$ cat config.mk
export PLATFORM = sky130hd
export DESIGN_NAME = dscg_top
export DESIGN_NICKNAME = d
export VERILOG_FILES = /design/src/dscg_pkg.sv /design/src/dscg_top.sv
export SDC_FILE = /design/constraint.sdc
export NUM_CORES = 1
export LEC_CHECK = 0
export ABC_AREA = 1
export BUFFER_PORTS_ARGS = -buffer_cell sky130_fd_sc_hd__buf_4
export CAP_MARGIN = 20
export CORE_AREA = 3 3 95 97
export DETAILED_ROUTE_END_ITERATION = 8
export DIE_AREA = 0 0 98 100
export PLACE_DENSITY = 0.66
export SLEW_MARGIN = 25
export SYNTH_ARGS = -nofsm -noshare
export SYNTH_HDL_FRONTEND = slang
export SYNTH_SLANG_ARGS = --single-unit
$ cat constraint.sdc
create_clock -name I_CLK -period 2.19 [get_ports I_CLK]
set_input_delay 0.219 -clock I_CLK [delete_from_list [all_inputs] [get_ports I_CLK]]
set_output_delay 0.219 -clock I_CLK [all_outputs]
set_load 0.02 [all_outputs]
$ cat src/dscg_pkg.sv
// Constants and types shared by the deep-sleep clock gating block
package dscg_pkg;

  // Bus geometry
  localparam int unsigned ADDR_W = 12;
  localparam int unsigned DATA_W = 32;

  // Register byte offsets
  localparam logic [11:0] OFS_RUN_CLOCK_CFG = 12'h060;
  localparam logic [11:0] OFS_RUN_GATE      = 12'h104;
  localparam logic [11:0] OFS_SLEEP_GATE    = 12'h114;
  localparam logic [11:0] OFS_DEEP_GATE     = 12'h124;
  localparam logic [11:0] OFS_GATE_STATUS   = 12'h128;

  // Gate word field positions
  localparam int unsigned BIT_ASYNC_SERIAL_ZERO = 0;
  localparam int unsigned BIT_ASYNC_SERIAL_ONE  = 1;
  localparam int unsigned BIT_SYNC_SERIAL_ZERO  = 4;
  localparam int unsigned BIT_TWO_WIRE_ZERO     = 12;
  localparam int unsigned BIT_TIMER_ZERO        = 16;
  localparam int unsigned BIT_TIMER_ONE         = 17;
  localparam int unsigned BIT_TIMER_TWO         = 18;
  localparam int unsigned BIT_COMPARATOR_ZERO   = 24;

  // Writable bits of every gate word; all others read zero
  localparam logic [31:0] GATE_WMASK = 32'h0107_1013;
  localparam logic [31:0] GATE_RESET = 32'h0000_0000;

  // Run clock configuration fields
  localparam int unsigned BIT_AUTO_CLOCK_GATING = 0;
  localparam logic [31:0] CFG_WMASK            = 32'h0000_0001;
  localparam logic [31:0] CFG_RESET            = 32'h0000_0000;

  // Status word fields
  localparam int unsigned BIT_STAT_SLEEP = 30;
  localparam int unsigned BIT_STAT_DEEP  = 31;

  // Number of gated modules
  localparam int unsigned NUM_MODULES = 8;

  // Gate bit position of each module, module index order
  localparam int unsigned MODULE_BIT [NUM_MODULES] = '{
    BIT_ASYNC_SERIAL_ZERO, BIT_ASYNC_SERIAL_ONE, BIT_SYNC_SERIAL_ZERO,
    BIT_TWO_WIRE_ZERO, BIT_TIMER_ZERO, BIT_TIMER_ONE, BIT_TIMER_TWO,
    BIT_COMPARATOR_ZERO};

  // Power mode that selects the governing gate word
  typedef enum logic [1:0] {
    DSCG_MODE_RUN,
    DSCG_MODE_SLEEP,
    DSCG_MODE_DEEP
  } dscg_mode_e;

  // One APB request, taken straight from the bus inputs
  typedef struct packed {
    logic [11:0] addr;
    logic        write;
    logic [31:0] wdata;
  } dscg_apb_req_s;

endpackage

$ cat src/dscg_top.sv
// Deep-sleep module clock gating with run and sleep companions, APB slave
//
// Design decision made here: the APB slave port.
`timescale 1ns/1ps
// Overview of operation
// RQ1 - Gate bit one clocks and enables its module; zero stops and disables it.
// RQ2 - Access to a module whose clock is off answers with a bus fault.
// RQ3 - Reset clears every gate word to zero; all modules start unclocked.
// RQ4 - Deep-sleep gate word sits at byte offset 0x124.
// RQ5 - Separate gate words exist for run, sleep and deep sleep.
// RQ6 - Sleep words govern only with automatic gating set; else run word governs.
// RQ7 - Unused bits are read-only zero; writes to them do nothing.
// RQ8 - Software preserves unused bits by read-modify-write.
// RQ9 - Software enables each needed module before touching it.
// RQ10 - Bit 16 gates timer zero, read/write.
// RQ11 - Bit 17 gates timer one, read/write.
// RQ12 - Bit 12 gates two-wire serial zero, read/write.
// RQ13 - Bit 4 gates synchronous serial zero, read/write.
// RQ14 - Bit 1 gates asynchronous serial one, read/write.
// RQ15 - Bit 0 gates asynchronous serial zero, read/write.
// RQ16 - Bit 24 gates comparator zero, read/write.
// RQ17 - Bit 18 gates timer two, read/write.
// RQ18 - Clock enables change only on system clock edges, never glitching.
module dscg_top #(
  parameter int unsigned NUM_MOD = dscg_pkg::NUM_MODULES
) (
  // Clock and reset
  input  wire logic                  I_CLK,
  input  wire logic                  I_RESET,
  // APB slave
  input  wire logic                  I_PSEL,
  input  wire logic                  I_PENABLE,
  input  wire logic                  I_PWRITE,
  input  wire logic [11:0]           I_PADDR,
  input  wire logic [31:0]           I_PWDATA,
  output logic                       O_PREADY,
  output logic [31:0]                O_PRDATA,
  output logic                       O_PSLVERR,
  // Power mode from the processor
  input  wire logic                  I_SLEEP,
  input  wire logic                  I_DEEP_SLEEP,
  // Peripheral access watch, one bit per module
  input  wire logic [NUM_MOD-1:0]    I_MODULE_ACCESS,
  output logic                       O_BUS_FAULT,
  // Module clock enables and enables
  output logic [NUM_MOD-1:0]         O_CLK_EN,
  output logic [NUM_MOD-1:0]         O_MODULE_EN
);

  logic [31:0]          run_gate_word_reg;
  logic [31:0]          sleep_gate_word_reg;
  logic [31:0]          deep_sleep_gate_word_reg;
  logic [31:0]          run_clock_configuration_reg;
  logic [31:0]          active_word;
  logic [NUM_MOD-1:0]   clk_en_next;
  logic [NUM_MOD-1:0]   clk_en_reg;
  logic [NUM_MOD-1:0]   module_en_reg;
  logic                 bus_fault_reg;
  logic                 pready_reg;
  logic                 pslverr_reg;
  logic                 pslverr_next;
  logic [31:0]          prdata_reg;
  logic [31:0]          prdata_next;
  logic                 auto_clock_gating_select;
  logic                 access_done;
  dscg_pkg::dscg_mode_e mode;
  dscg_pkg::dscg_apb_req_s req;

  assign req.addr  = I_PADDR;
  assign req.write = I_PWRITE;
  assign req.wdata = I_PWDATA;

  // Write commits only at the access edge that sees pready high
  assign access_done = I_PSEL & I_PENABLE & pready_reg;

  assign auto_clock_gating_select = run_clock_configuration_reg[dscg_pkg::BIT_AUTO_CLOCK_GATING];

  // Deep sleep outranks sleep when both are signalled
  always_comb
  begin
    if (!auto_clock_gating_select)
      mode = dscg_pkg::DSCG_MODE_RUN; // [RQ6]
    else if (I_DEEP_SLEEP)
      mode = dscg_pkg::DSCG_MODE_DEEP;
    else if (I_SLEEP)
      mode = dscg_pkg::DSCG_MODE_SLEEP;
    else
      mode = dscg_pkg::DSCG_MODE_RUN;
  end

  always_comb
  begin
    case (mode)
      dscg_pkg::DSCG_MODE_RUN:   active_word = run_gate_word_reg; // [RQ5]
      dscg_pkg::DSCG_MODE_SLEEP: active_word = sleep_gate_word_reg; // [RQ5]
      dscg_pkg::DSCG_MODE_DEEP:  active_word = deep_sleep_gate_word_reg; // [RQ5]
      default:                   active_word = run_gate_word_reg;
    endcase
  end

  // Per-module enable taken from its gate bit
  genvar g;
  generate
    for (g = 0; g < NUM_MOD; g++)
    begin : gen_module
      // Positions 0,1,4,12,16,17,18,24 [RQ10] [RQ11] [RQ12] [RQ13] [RQ14] [RQ15] [RQ16] [RQ17]
      assign clk_en_next[g] = active_word[dscg_pkg::MODULE_BIT[g]]; // [RQ1]
    end
  endgenerate

  // Enables are flopped so a downstream gate cell only sees edge-aligned changes
  always_ff @(posedge I_CLK or posedge I_RESET)
  begin
    if (I_RESET)
      clk_en_reg <= '0; // [RQ3]
    else
      clk_en_reg <= clk_en_next; // [RQ18]
  end

  always_ff @(posedge I_CLK or posedge I_RESET)
  begin
    if (I_RESET)
      module_en_reg <= '0;
    else
      module_en_reg <= clk_en_next; // [RQ1]
  end

  // Fault judged against the enable the module really has right now
  always_ff @(posedge I_CLK or posedge I_RESET)
  begin
    if (I_RESET)
      bus_fault_reg <= 1'b0;
    else
      bus_fault_reg <= |(I_MODULE_ACCESS & ~clk_en_reg); // [RQ2]
  end

  // Gate words; only writable bits are stored
  always_ff @(posedge I_CLK or posedge I_RESET)
  begin
    if (I_RESET)
      run_gate_word_reg <= dscg_pkg::GATE_RESET; // [RQ3]
    else if (access_done && req.write && req.addr == dscg_pkg::OFS_RUN_GATE)
      run_gate_word_reg <= req.wdata & dscg_pkg::GATE_WMASK; // [RQ7]
  end

  always_ff @(posedge I_CLK or posedge I_RESET)
  begin
    if (I_RESET)
      sleep_gate_word_reg <= dscg_pkg::GATE_RESET; // [RQ3]
    else if (access_done && req.write && req.addr == dscg_pkg::OFS_SLEEP_GATE)
      sleep_gate_word_reg <= req.wdata & dscg_pkg::GATE_WMASK; // [RQ7]
  end

  always_ff @(posedge I_CLK or posedge I_RESET)
  begin
    if (I_RESET)
      deep_sleep_gate_word_reg <= dscg_pkg::GATE_RESET; // [RQ3]
    else if (access_done && req.write && req.addr == dscg_pkg::OFS_DEEP_GATE) // [RQ4]
      deep_sleep_gate_word_reg <= req.wdata & dscg_pkg::GATE_WMASK; // [RQ7]
  end

  always_ff @(posedge I_CLK or posedge I_RESET)
  begin
    if (I_RESET)
      run_clock_configuration_reg <= dscg_pkg::CFG_RESET;
    else if (access_done && req.write && req.addr == dscg_pkg::OFS_RUN_CLOCK_CFG)
      run_clock_configuration_reg <= req.wdata & dscg_pkg::CFG_WMASK;
  end

  // Read data and error decided in the setup cycle, so access needs no wait
  always_comb
  begin
    prdata_next  = 32'h0000_0000;
    pslverr_next = 1'b0;
    case (req.addr)
      dscg_pkg::OFS_RUN_CLOCK_CFG: prdata_next = run_clock_configuration_reg;
      dscg_pkg::OFS_RUN_GATE:      prdata_next = run_gate_word_reg;
      dscg_pkg::OFS_SLEEP_GATE:    prdata_next = sleep_gate_word_reg;
      dscg_pkg::OFS_DEEP_GATE:     prdata_next = deep_sleep_gate_word_reg; // [RQ4]
      dscg_pkg::OFS_GATE_STATUS:
      begin
        prdata_next = active_word & dscg_pkg::GATE_WMASK;
        prdata_next[dscg_pkg::BIT_STAT_SLEEP] = (mode == dscg_pkg::DSCG_MODE_SLEEP);
        prdata_next[dscg_pkg::BIT_STAT_DEEP]  = (mode == dscg_pkg::DSCG_MODE_DEEP);
        pslverr_next = req.write;
      end
      default:                     pslverr_next = 1'b1;
    endcase
  end

  always_ff @(posedge I_CLK or posedge I_RESET)
  begin
    if (I_RESET)
      pready_reg <= 1'b0;
    else
      pready_reg <= I_PSEL & ~I_PENABLE;
  end

  always_ff @(posedge I_CLK or posedge I_RESET)
  begin
    if (I_RESET)
    begin
      prdata_reg  <= 32'h0000_0000;
      pslverr_reg <= 1'b0;
    end
    else if (I_PSEL && !I_PENABLE)
    begin
      prdata_reg  <= req.write ? 32'h0000_0000 : prdata_next;
      pslverr_reg <= pslverr_next;
    end
    else if (access_done)
    begin
      prdata_reg  <= 32'h0000_0000;
      pslverr_reg <= 1'b0;
    end
  end

  assign O_PREADY    = pready_reg;
  assign O_PRDATA    = prdata_reg;
  assign O_PSLVERR   = pslverr_reg;
  assign O_BUS_FAULT = bus_fault_reg;
  assign O_CLK_EN    = clk_en_reg;
  assign O_MODULE_EN = module_en_reg;

endmodule

==> results of run 1 <==
## repair_timing
| action | 4_1_cts | 5_1_grt |
|---|---|---|
| hold endpoints to repair | 0 | 0 |
| resized for setup | 0 | 5 |
| setup buffers | 0 | 0 |
| hold buffers | 0 | 0 |
| setup endpoints to repair | 0 | 8 |
## cell usage after synthesis
| cell | n |
|---|---|
| nand2_1 | 98 |
| inv_1 | 56 |
| dfrtp_1 | 46 |
| nor2_1 | 36 |
| nand3_1 | 35 |
| buf_4 | 30 |
| o21ai_2 | 15 |
| o21ai_1 | 11 |
| o21ai_0 | 9 |
| buf_6 | 5 |
| inv_2 | 5 |
| nand3_4 | 4 |
| buf_2 | 3 |
| nand4_1 | 3 |
| nor2_8 | 3 |
| o22ai_1 | 3 |
| clkbuf_1 | 2 |
| ha_1 | 2 |
| nand2_2 | 2 |
| nor2_2 | 2 |
| nor3_1 | 2 |
| clkinv_1 | 1 |
| conb_1 | 1 |
| mux2i_1 | 1 |
| nand2_4 | 1 |
| nand3_2 | 1 |
| nand4_4 | 1 |
| nor2_4 | 1 |
## report_power, final
part / switching, µW / leakage [µW] / internal (µW)
logic: 208 / 0.00122 / 118
clock network: 290 / 0.0000472 / 254
registers: 13.4 / 0.000621 / 867
total: 511 / 0.00188 / 1240
## path summary, 6_finish.rpt
| path | depth (start not counted) | slack, ns | from | endpoint |
|---|---|---|---|---|
| worst max-delay path | 10 | 0.21 | run_clock_configuration_reg[0] | O_PRDATA[12] |
| worst min-delay path | 2 | -0.03 | I_RESET | O_MODULE_EN[6] |
| worst max register to register | 10 | 0.21 | run_clock_configuration_reg[0] | O_PRDATA[12] |
| worst min register to register | 2 | 0.49 | O_PRDATA[0] | O_PRDATA[0] |
| max in group asynchronous | 3 | 1.68 | I_RESET | run_gate_word_reg[16] |
| min in group I_CLK | 4 | 0.19 | I_PENABLE | O_PRDATA[0] |
## cell type report
class,instances,area share [%]
well taps,105,3.87
flip-flops and latches,46,33.9
repair buffers,65,14.7
inverters,62,6.96
multi-input cells,252,37.8
clock buffers,6,2.43
clock inverters,2,0.368
## per-layer routing
metal,track usage [%],part of all wire (%),vias up
met3,3.41,7.7,6
met5,0,0,-
li1,-,-,1226
met4,2.88,0.87,0
met1,16.8,44,1061
met2,22.0,47,81
## kinds of logic after synthesis
| kind of cell | after synthesis | synth area share (%) |
|---|---|---|
| AND/OR/NAND/NOR | 189 | 31.7 |
| buffers and inverters | 102 | 18.6 |
| flip-flops | 46 | 39.8 |
| AO/OA/AOI/OAI | 38 | 8.65 |
| adder cells (fa/ha/maj) | 2 | 0.865 |
| multiplexers | 1 | 0.346 |
| other | 1 | 0.130 |
## worst reg2reg max path, stage by stage, from the launching register on
cell and delay, ns:
dfrtp_1 0.37, inv_1 0.06, nor3_1 0.21, ha_1 0.22, clkinvlp_4 0.26, o21ai_0 0.36, nor2_1 0.09, nor2_1 0.10
nand2_1 0.07, nand3_1 0.07, nand2_1 0.06
## metrics by stage
| stage | power [µW] | area [µm²] | hold slack [ns] | utilization (%) | worst slack [ns] |
|---|---|---|---|---|---|
| 2_1_floorplan | 1140 | 2970 | 0.377 | - | 0.464 |
| 3_3_place_gp | 1220 | 3300 | 0.316 | 40.2 | 0.179 |
| 3_5_place_dp | 1220 | 3300 | 0.327 | 40.2 | 0.154 |
| 4_1_cts | 1770 | 3390 | 0.000301 | 41.3 | 0.0981 |
| 5_1_grt | 1830 | 3400 | 0.0218 | 41.4 | -0.0261 |
| 6_report | 1750 | 3400 | -0.0261 | 41.4 | 0.212 |
## cell usage in the layout (no fill, tap or decap), types with 2 or more instances in the layout
master       n
nand3_1     35
nor3_1       2
o22ai_1      3
nor2_8       3
clkinv_1     2
clkbuf_8     6
dfrtp_1     46
nand2_1     98
nor2_1      36
o21ai_0      5
inv_2        5
nand4_1      3
inv_1       54
conb_1      22
o21ai_1     15
clkinvlp_4   2
buf_4       64
nand3_4      4
nand2_2      2
o21ai_2     15
nor2_2       2
ha_1         2
==> flow_summary.yaml, run 1 <==
timing:
  max_freq_ghz: 0.506
  hold_slack_ns: -0.0261
  clock-skew-final_ns: 0.00539
  hold_viol_final: 21
  maxSlewViolCount: 0
  rsz0062_at_grt: "yes"
  setup_viol: 0
  period_share_pct: 90.3
  setup-tns-final_ns: 0
  max_slew_margin_pct: 45.9
  tightest_slew_ns: 0.807
  min_period_ns: 1.98
setup_path:
  cpLargestDelayFamily: "simple AND/OR/NAND/NOR gates"
  max_stage_delay_ns: 0.37
  path_cells: "inv_1, nor3_1, ha_1, clkinvlp_4, o21ai_0, nor2_1, nor2_1, nand2_1, nand3_1, nand2_1"
  crit_slowest_cell: "dfrtp_1"
  cp_num_buf_inv: 2
  cp.arrival_ns: 2.17
  startpoint_type: "flip-flop"
  worstPathRequired_ns: 2.38
  crit_fanout: 16
  crit_path_end_kind: "flip-flop"
  path_class: "flip-flop to flip-flop"
cts:
  numCtsBuffers: 5
  cts.sinks: 46
  cts.path.max_buffers: 2
  clk_latency_ns: 0.30
  root_buffer: "clkbuf_8"
  htree_levels: 2
  path_clk_slew_ns: 0.09
  cts_tree: "done"
cells_and_area:
  area_growth_pct: 17.5
  drive_gt1_share_pct: 25.2
  largest_register_ffs: 10
  seq_area_mm2: 0.00115
  nets: 493
  fillers: 837
  multi_input_area_mm2: 0.00128
  antenna_cells: 0
  layoutNonFillerInstCount: 538
grt:
  antenna_found_initial: 0
  grtUsageTotal_pct: 13.0
  grt_pass1_vias: 2249
  grt-ovfl-total: 0
  grt_max_degree: 26
  grt_pass1_wl_um: 10500
floorplan:
  design.core.area_mm2: 0.00822
  num_io_pins: 110
  start_util_pct: 35.2
  row_count: 33
  fp.dieH_um: 100
  die_w_um: 98
  die-area_mm2: 0.00980
logic_synthesis:
  yosysSeqAreaShare_pct: 39.8
  synth_area_per_cell_um2: 7.63
  ys_types: 28
  ys_warn_count: 0
  synth_area_leader_cell: "dfrtp_1"
  synth_cells: 379
  synth_top_area_share_pct: 39.8
  syn_area_mm2: 0.00289
  synth.area.top_cells: "dfrtp_1 (40%), nand2_1 (13%), buf_4 (7.8%)"
  synth_seq_cells: 46
power_and_ir_drop:
  vdd_drop_max_mv: 0.227
  power_leakage_uw: 0.00188
  p_per_area_mw_per_mm2: 515
min_path:
  hold_path_class: "input pin to async pin"
outcome:
  status: "finished with violations"
  violations: "hold timing"
job:
  drv_cap: 0
detailed_routing:
  firstDrtPassIters: 4
  wl_um: 6190
  drc_errors: 0
  via_count: 2374
  vias_per_cell: 4.41
  route.detailed.wl_per_inst_um: 11.5
  drt_iter0_markers: 129
  ant_nets: 0
place:
  port_buffers: 63
  dp_cells: 530
  place_congestion: 0.809
  hpwl_um: 4620
Power figures use the tool's default switching activity.
==> run 2, diff against run 1 <==
--- a/config.mk
+++ b/config.mk
@@ -11,7 +11,9 @@
 export CORE_AREA = 3 3 95 97
 export DETAILED_ROUTE_END_ITERATION = 8
 export DIE_AREA = 0 0 98 100
+export MAX_ROUTING_LAYER = met4
 export PLACE_DENSITY = 0.66
+export REMOVE_ABC_BUFFERS = 1
 export SLEW_MARGIN = 25
 export SYNTH_ARGS = -nofsm -noshare
 export SYNTH_HDL_FRONTEND = slang
==> run 2 against run 1 <==
The run now ends clean. Register-to-register slack gained 0.06 ns. Critical path depth grew 2. Hold slack gained 0.22 ns. Highest routed layer unchanged. Count of clock-buffer cells in the layout grew 1. Die area unchanged. Utilization increased by 0.23 points. Clock power rose by 6.2%.
==> flow_summary.yaml, run 2 (same netlist as run 1, synthesis figures left out) <==
floorplan:
  die_w_um: 98
  die-area_mm2: 0.00980
  fp.dieH_um: 100
  start_util_pct: 35.2
  row_count: 33
  design.core.area_mm2: 0.00822
  num_io_pins: 110
timing:
  setup-tns-final_ns: 0
  tightest_slew_ns: 0.696
  rsz0062_at_grt: "no"
  setup_viol: 0
  clock-skew-final_ns: 0.00965
  min_period_ns: 1.91
  max_freq_ghz: 0.522
  max_slew_margin_pct: 53.5
  maxSlewViolCount: 0
  period_share_pct: 87.4
  hold_viol_final: 0
setup_path:
  reg2reg_depth: 12
  crit_slowest_cell: "dfrtp_1"
  cpMostUsedCell: "nand2_1"
  path_class: "flip-flop to flip-flop"
  r2r-start: "run_clock_configuration_reg[0]"
  startpoint_type: "flip-flop"
  reg2reg_slack_ns: 0.28
  cp.arrival_ns: 2.12
  worstPathRequired_ns: 2.39
  max_stage_delay_ns: 0.36
  path_cells: "inv_1, nor3_1, inv_1, ha_1, nand2_1, nand3_1, o21ai_0, nor2_1, nor2_1, nand2_1, nand3_1, nand2_1"
  regToRegEndpoint: "O_PRDATA[4]"
  crit_fanout: 9
  crit_path_end_kind: "flip-flop"
grt:
  grt_pass1_vias: 2380
  grt_max_degree: 26
  antenna_found_initial: 0
  grtUsageTotal_pct: 13.6
  grt_pass1_wl_um: 10700
  grt-ovfl-total: 0
cts:
  root_buffer: "clkbuf_8"
  post-cts-setup-buffers: 0
  cts_tree: "done"
  numCtsBuffers: 5
  htree_levels: 2
  cts.repair.resized: 0
  path_clk_slew_ns: 0.09
  clk_latency_ns: 0.30
  cts.path.max_buffers: 2
  cts.sinks: 46
detailed_routing:
  route.detailed.wl_per_inst_um: 11.6
  ant_nets: 0
  drt-met1-wl_um: 2560
  wl_um: 6260
  wl_met3_um: 492
  drc_errors: 0
  wl_met2_um: 3100
  drt_iter0_markers: 114
  firstDrtPassIters: 4
  vias_per_cell: 4.38
  routed.top_layer: "met4"
  via_count: 2372
cells_and_area:
  final_cell_mix: "nand2_1 (98), buf_4 (67), inv_1 (55)"
  largest_register_ffs: 10
  layoutNonFillerInstCount: 541
  fillers: 856
  drive_gt1_share_pct: 25.2
  nets: 496
  multi_input_area_mm2: 0.00128
  area_growth_pct: 18.1
  final_common_cell: "nand2_1"
  seq_area_mm2: 0.00115
  antenna_cells: 0
power_and_ir_drop:
  vdd_drop_max_mv: 0.267
  power_leakage_uw: 0.00191
  p_per_area_mw_per_mm2: 522
min_path:
  min-delay-start: "I_PENABLE"
  hold_depth: 4
  hold_path_class: "input pin to flip-flop"
  hold-path-endpoint: "O_PRDATA[0]"
place:
  port_buffers: 63
  place_congestion: 0.801
  dp_cells: 532
  hpwl_um: 4840
job:
  drv_cap: 0
outcome:
  status: "finished clean"
==> run 2: final cells by class <==
cell class	instances	share of cell area (%)
Clock buffer	7	2.82
Timing Repair Buffer	68	15.0
Clock inverter	1	0.256
Tap cell	105	3.84
Inverter	62	6.81
Sequential cell	46	33.7
Multi-Input combinational cell	252	37.6
==> run 2: per-stage QoR <==
step	hold WS (ns)	area, µm²	power [µW]	setup slack [ns]	util, %
global route	0.223	3420	1860	0.0699	41.6
global placement	0.281	3300	1220	0.326	40.2
finish	0.189	3420	1780	0.275	41.6
CTS	0.182	3420	1800	0.256	41.6
floorplan	0.377	2670	1080	0.512	-
detailed placement	0.283	3300	1230	0.264	40.2
==> run 2: where the power goes <==
part | switching, µW | internal (µW) | total, µW
registers | 13.7 | 867 | 881
clock network | 288 | 289 | 578
logic | 206 | 119 | 325
total | 508 | 1280 | 1780
==> run 2: worst max-delay path: cells and delay by family (launching register included) <==
| kind | cells | cell delay [ns] |
|---|---|---|
| AND/OR/NAND/NOR | 8 | 0.81 |
| buffers and inverters | 2 | 0.14 |
| AO/OA/AOI/OAI | 1 | 0.15 |
| flip-flops | 1 | 0.36 |
| adder cells (fa/ha/maj) | 1 | 0.36 |
==> run 2: how the worst max path moves through the flow <==
stage / end / cells past startpoint / slack [ns] / start
2_1_floorplan: O_PRDATA[1] / 11 / 0.51 / run_clock_configuration_reg[0]
3_3_place_gp: O_PRDATA[4] / 12 / 0.33 / run_clock_configuration_reg[0]
3_5_place_dp: O_PRDATA[4] / 12 / 0.26 / run_clock_configuration_reg[0]
4_1_cts: O_PRDATA[17] / 12 / 0.26 / run_clock_configuration_reg[0]
5_1_grt: O_PRDATA[0] / 12 / 0.07 / run_clock_configuration_reg[0]
6_report: O_PRDATA[4] / 12 / 0.28 / run_clock_configuration_reg[0]
==> run 2: what timing repair did <==
action,in CTS,in global routing
hold endpoints to repair,46,0
hold buffers,1,0
setup endpoints to repair,0,0
==> run 2: per-layer routing <==
metal	track usage (%)	vias to the layer above
met5	-	-
met4	5.64	0
met3	3.06	10
met2	22.9	87
met1	15.7	1040
li1	-	1235
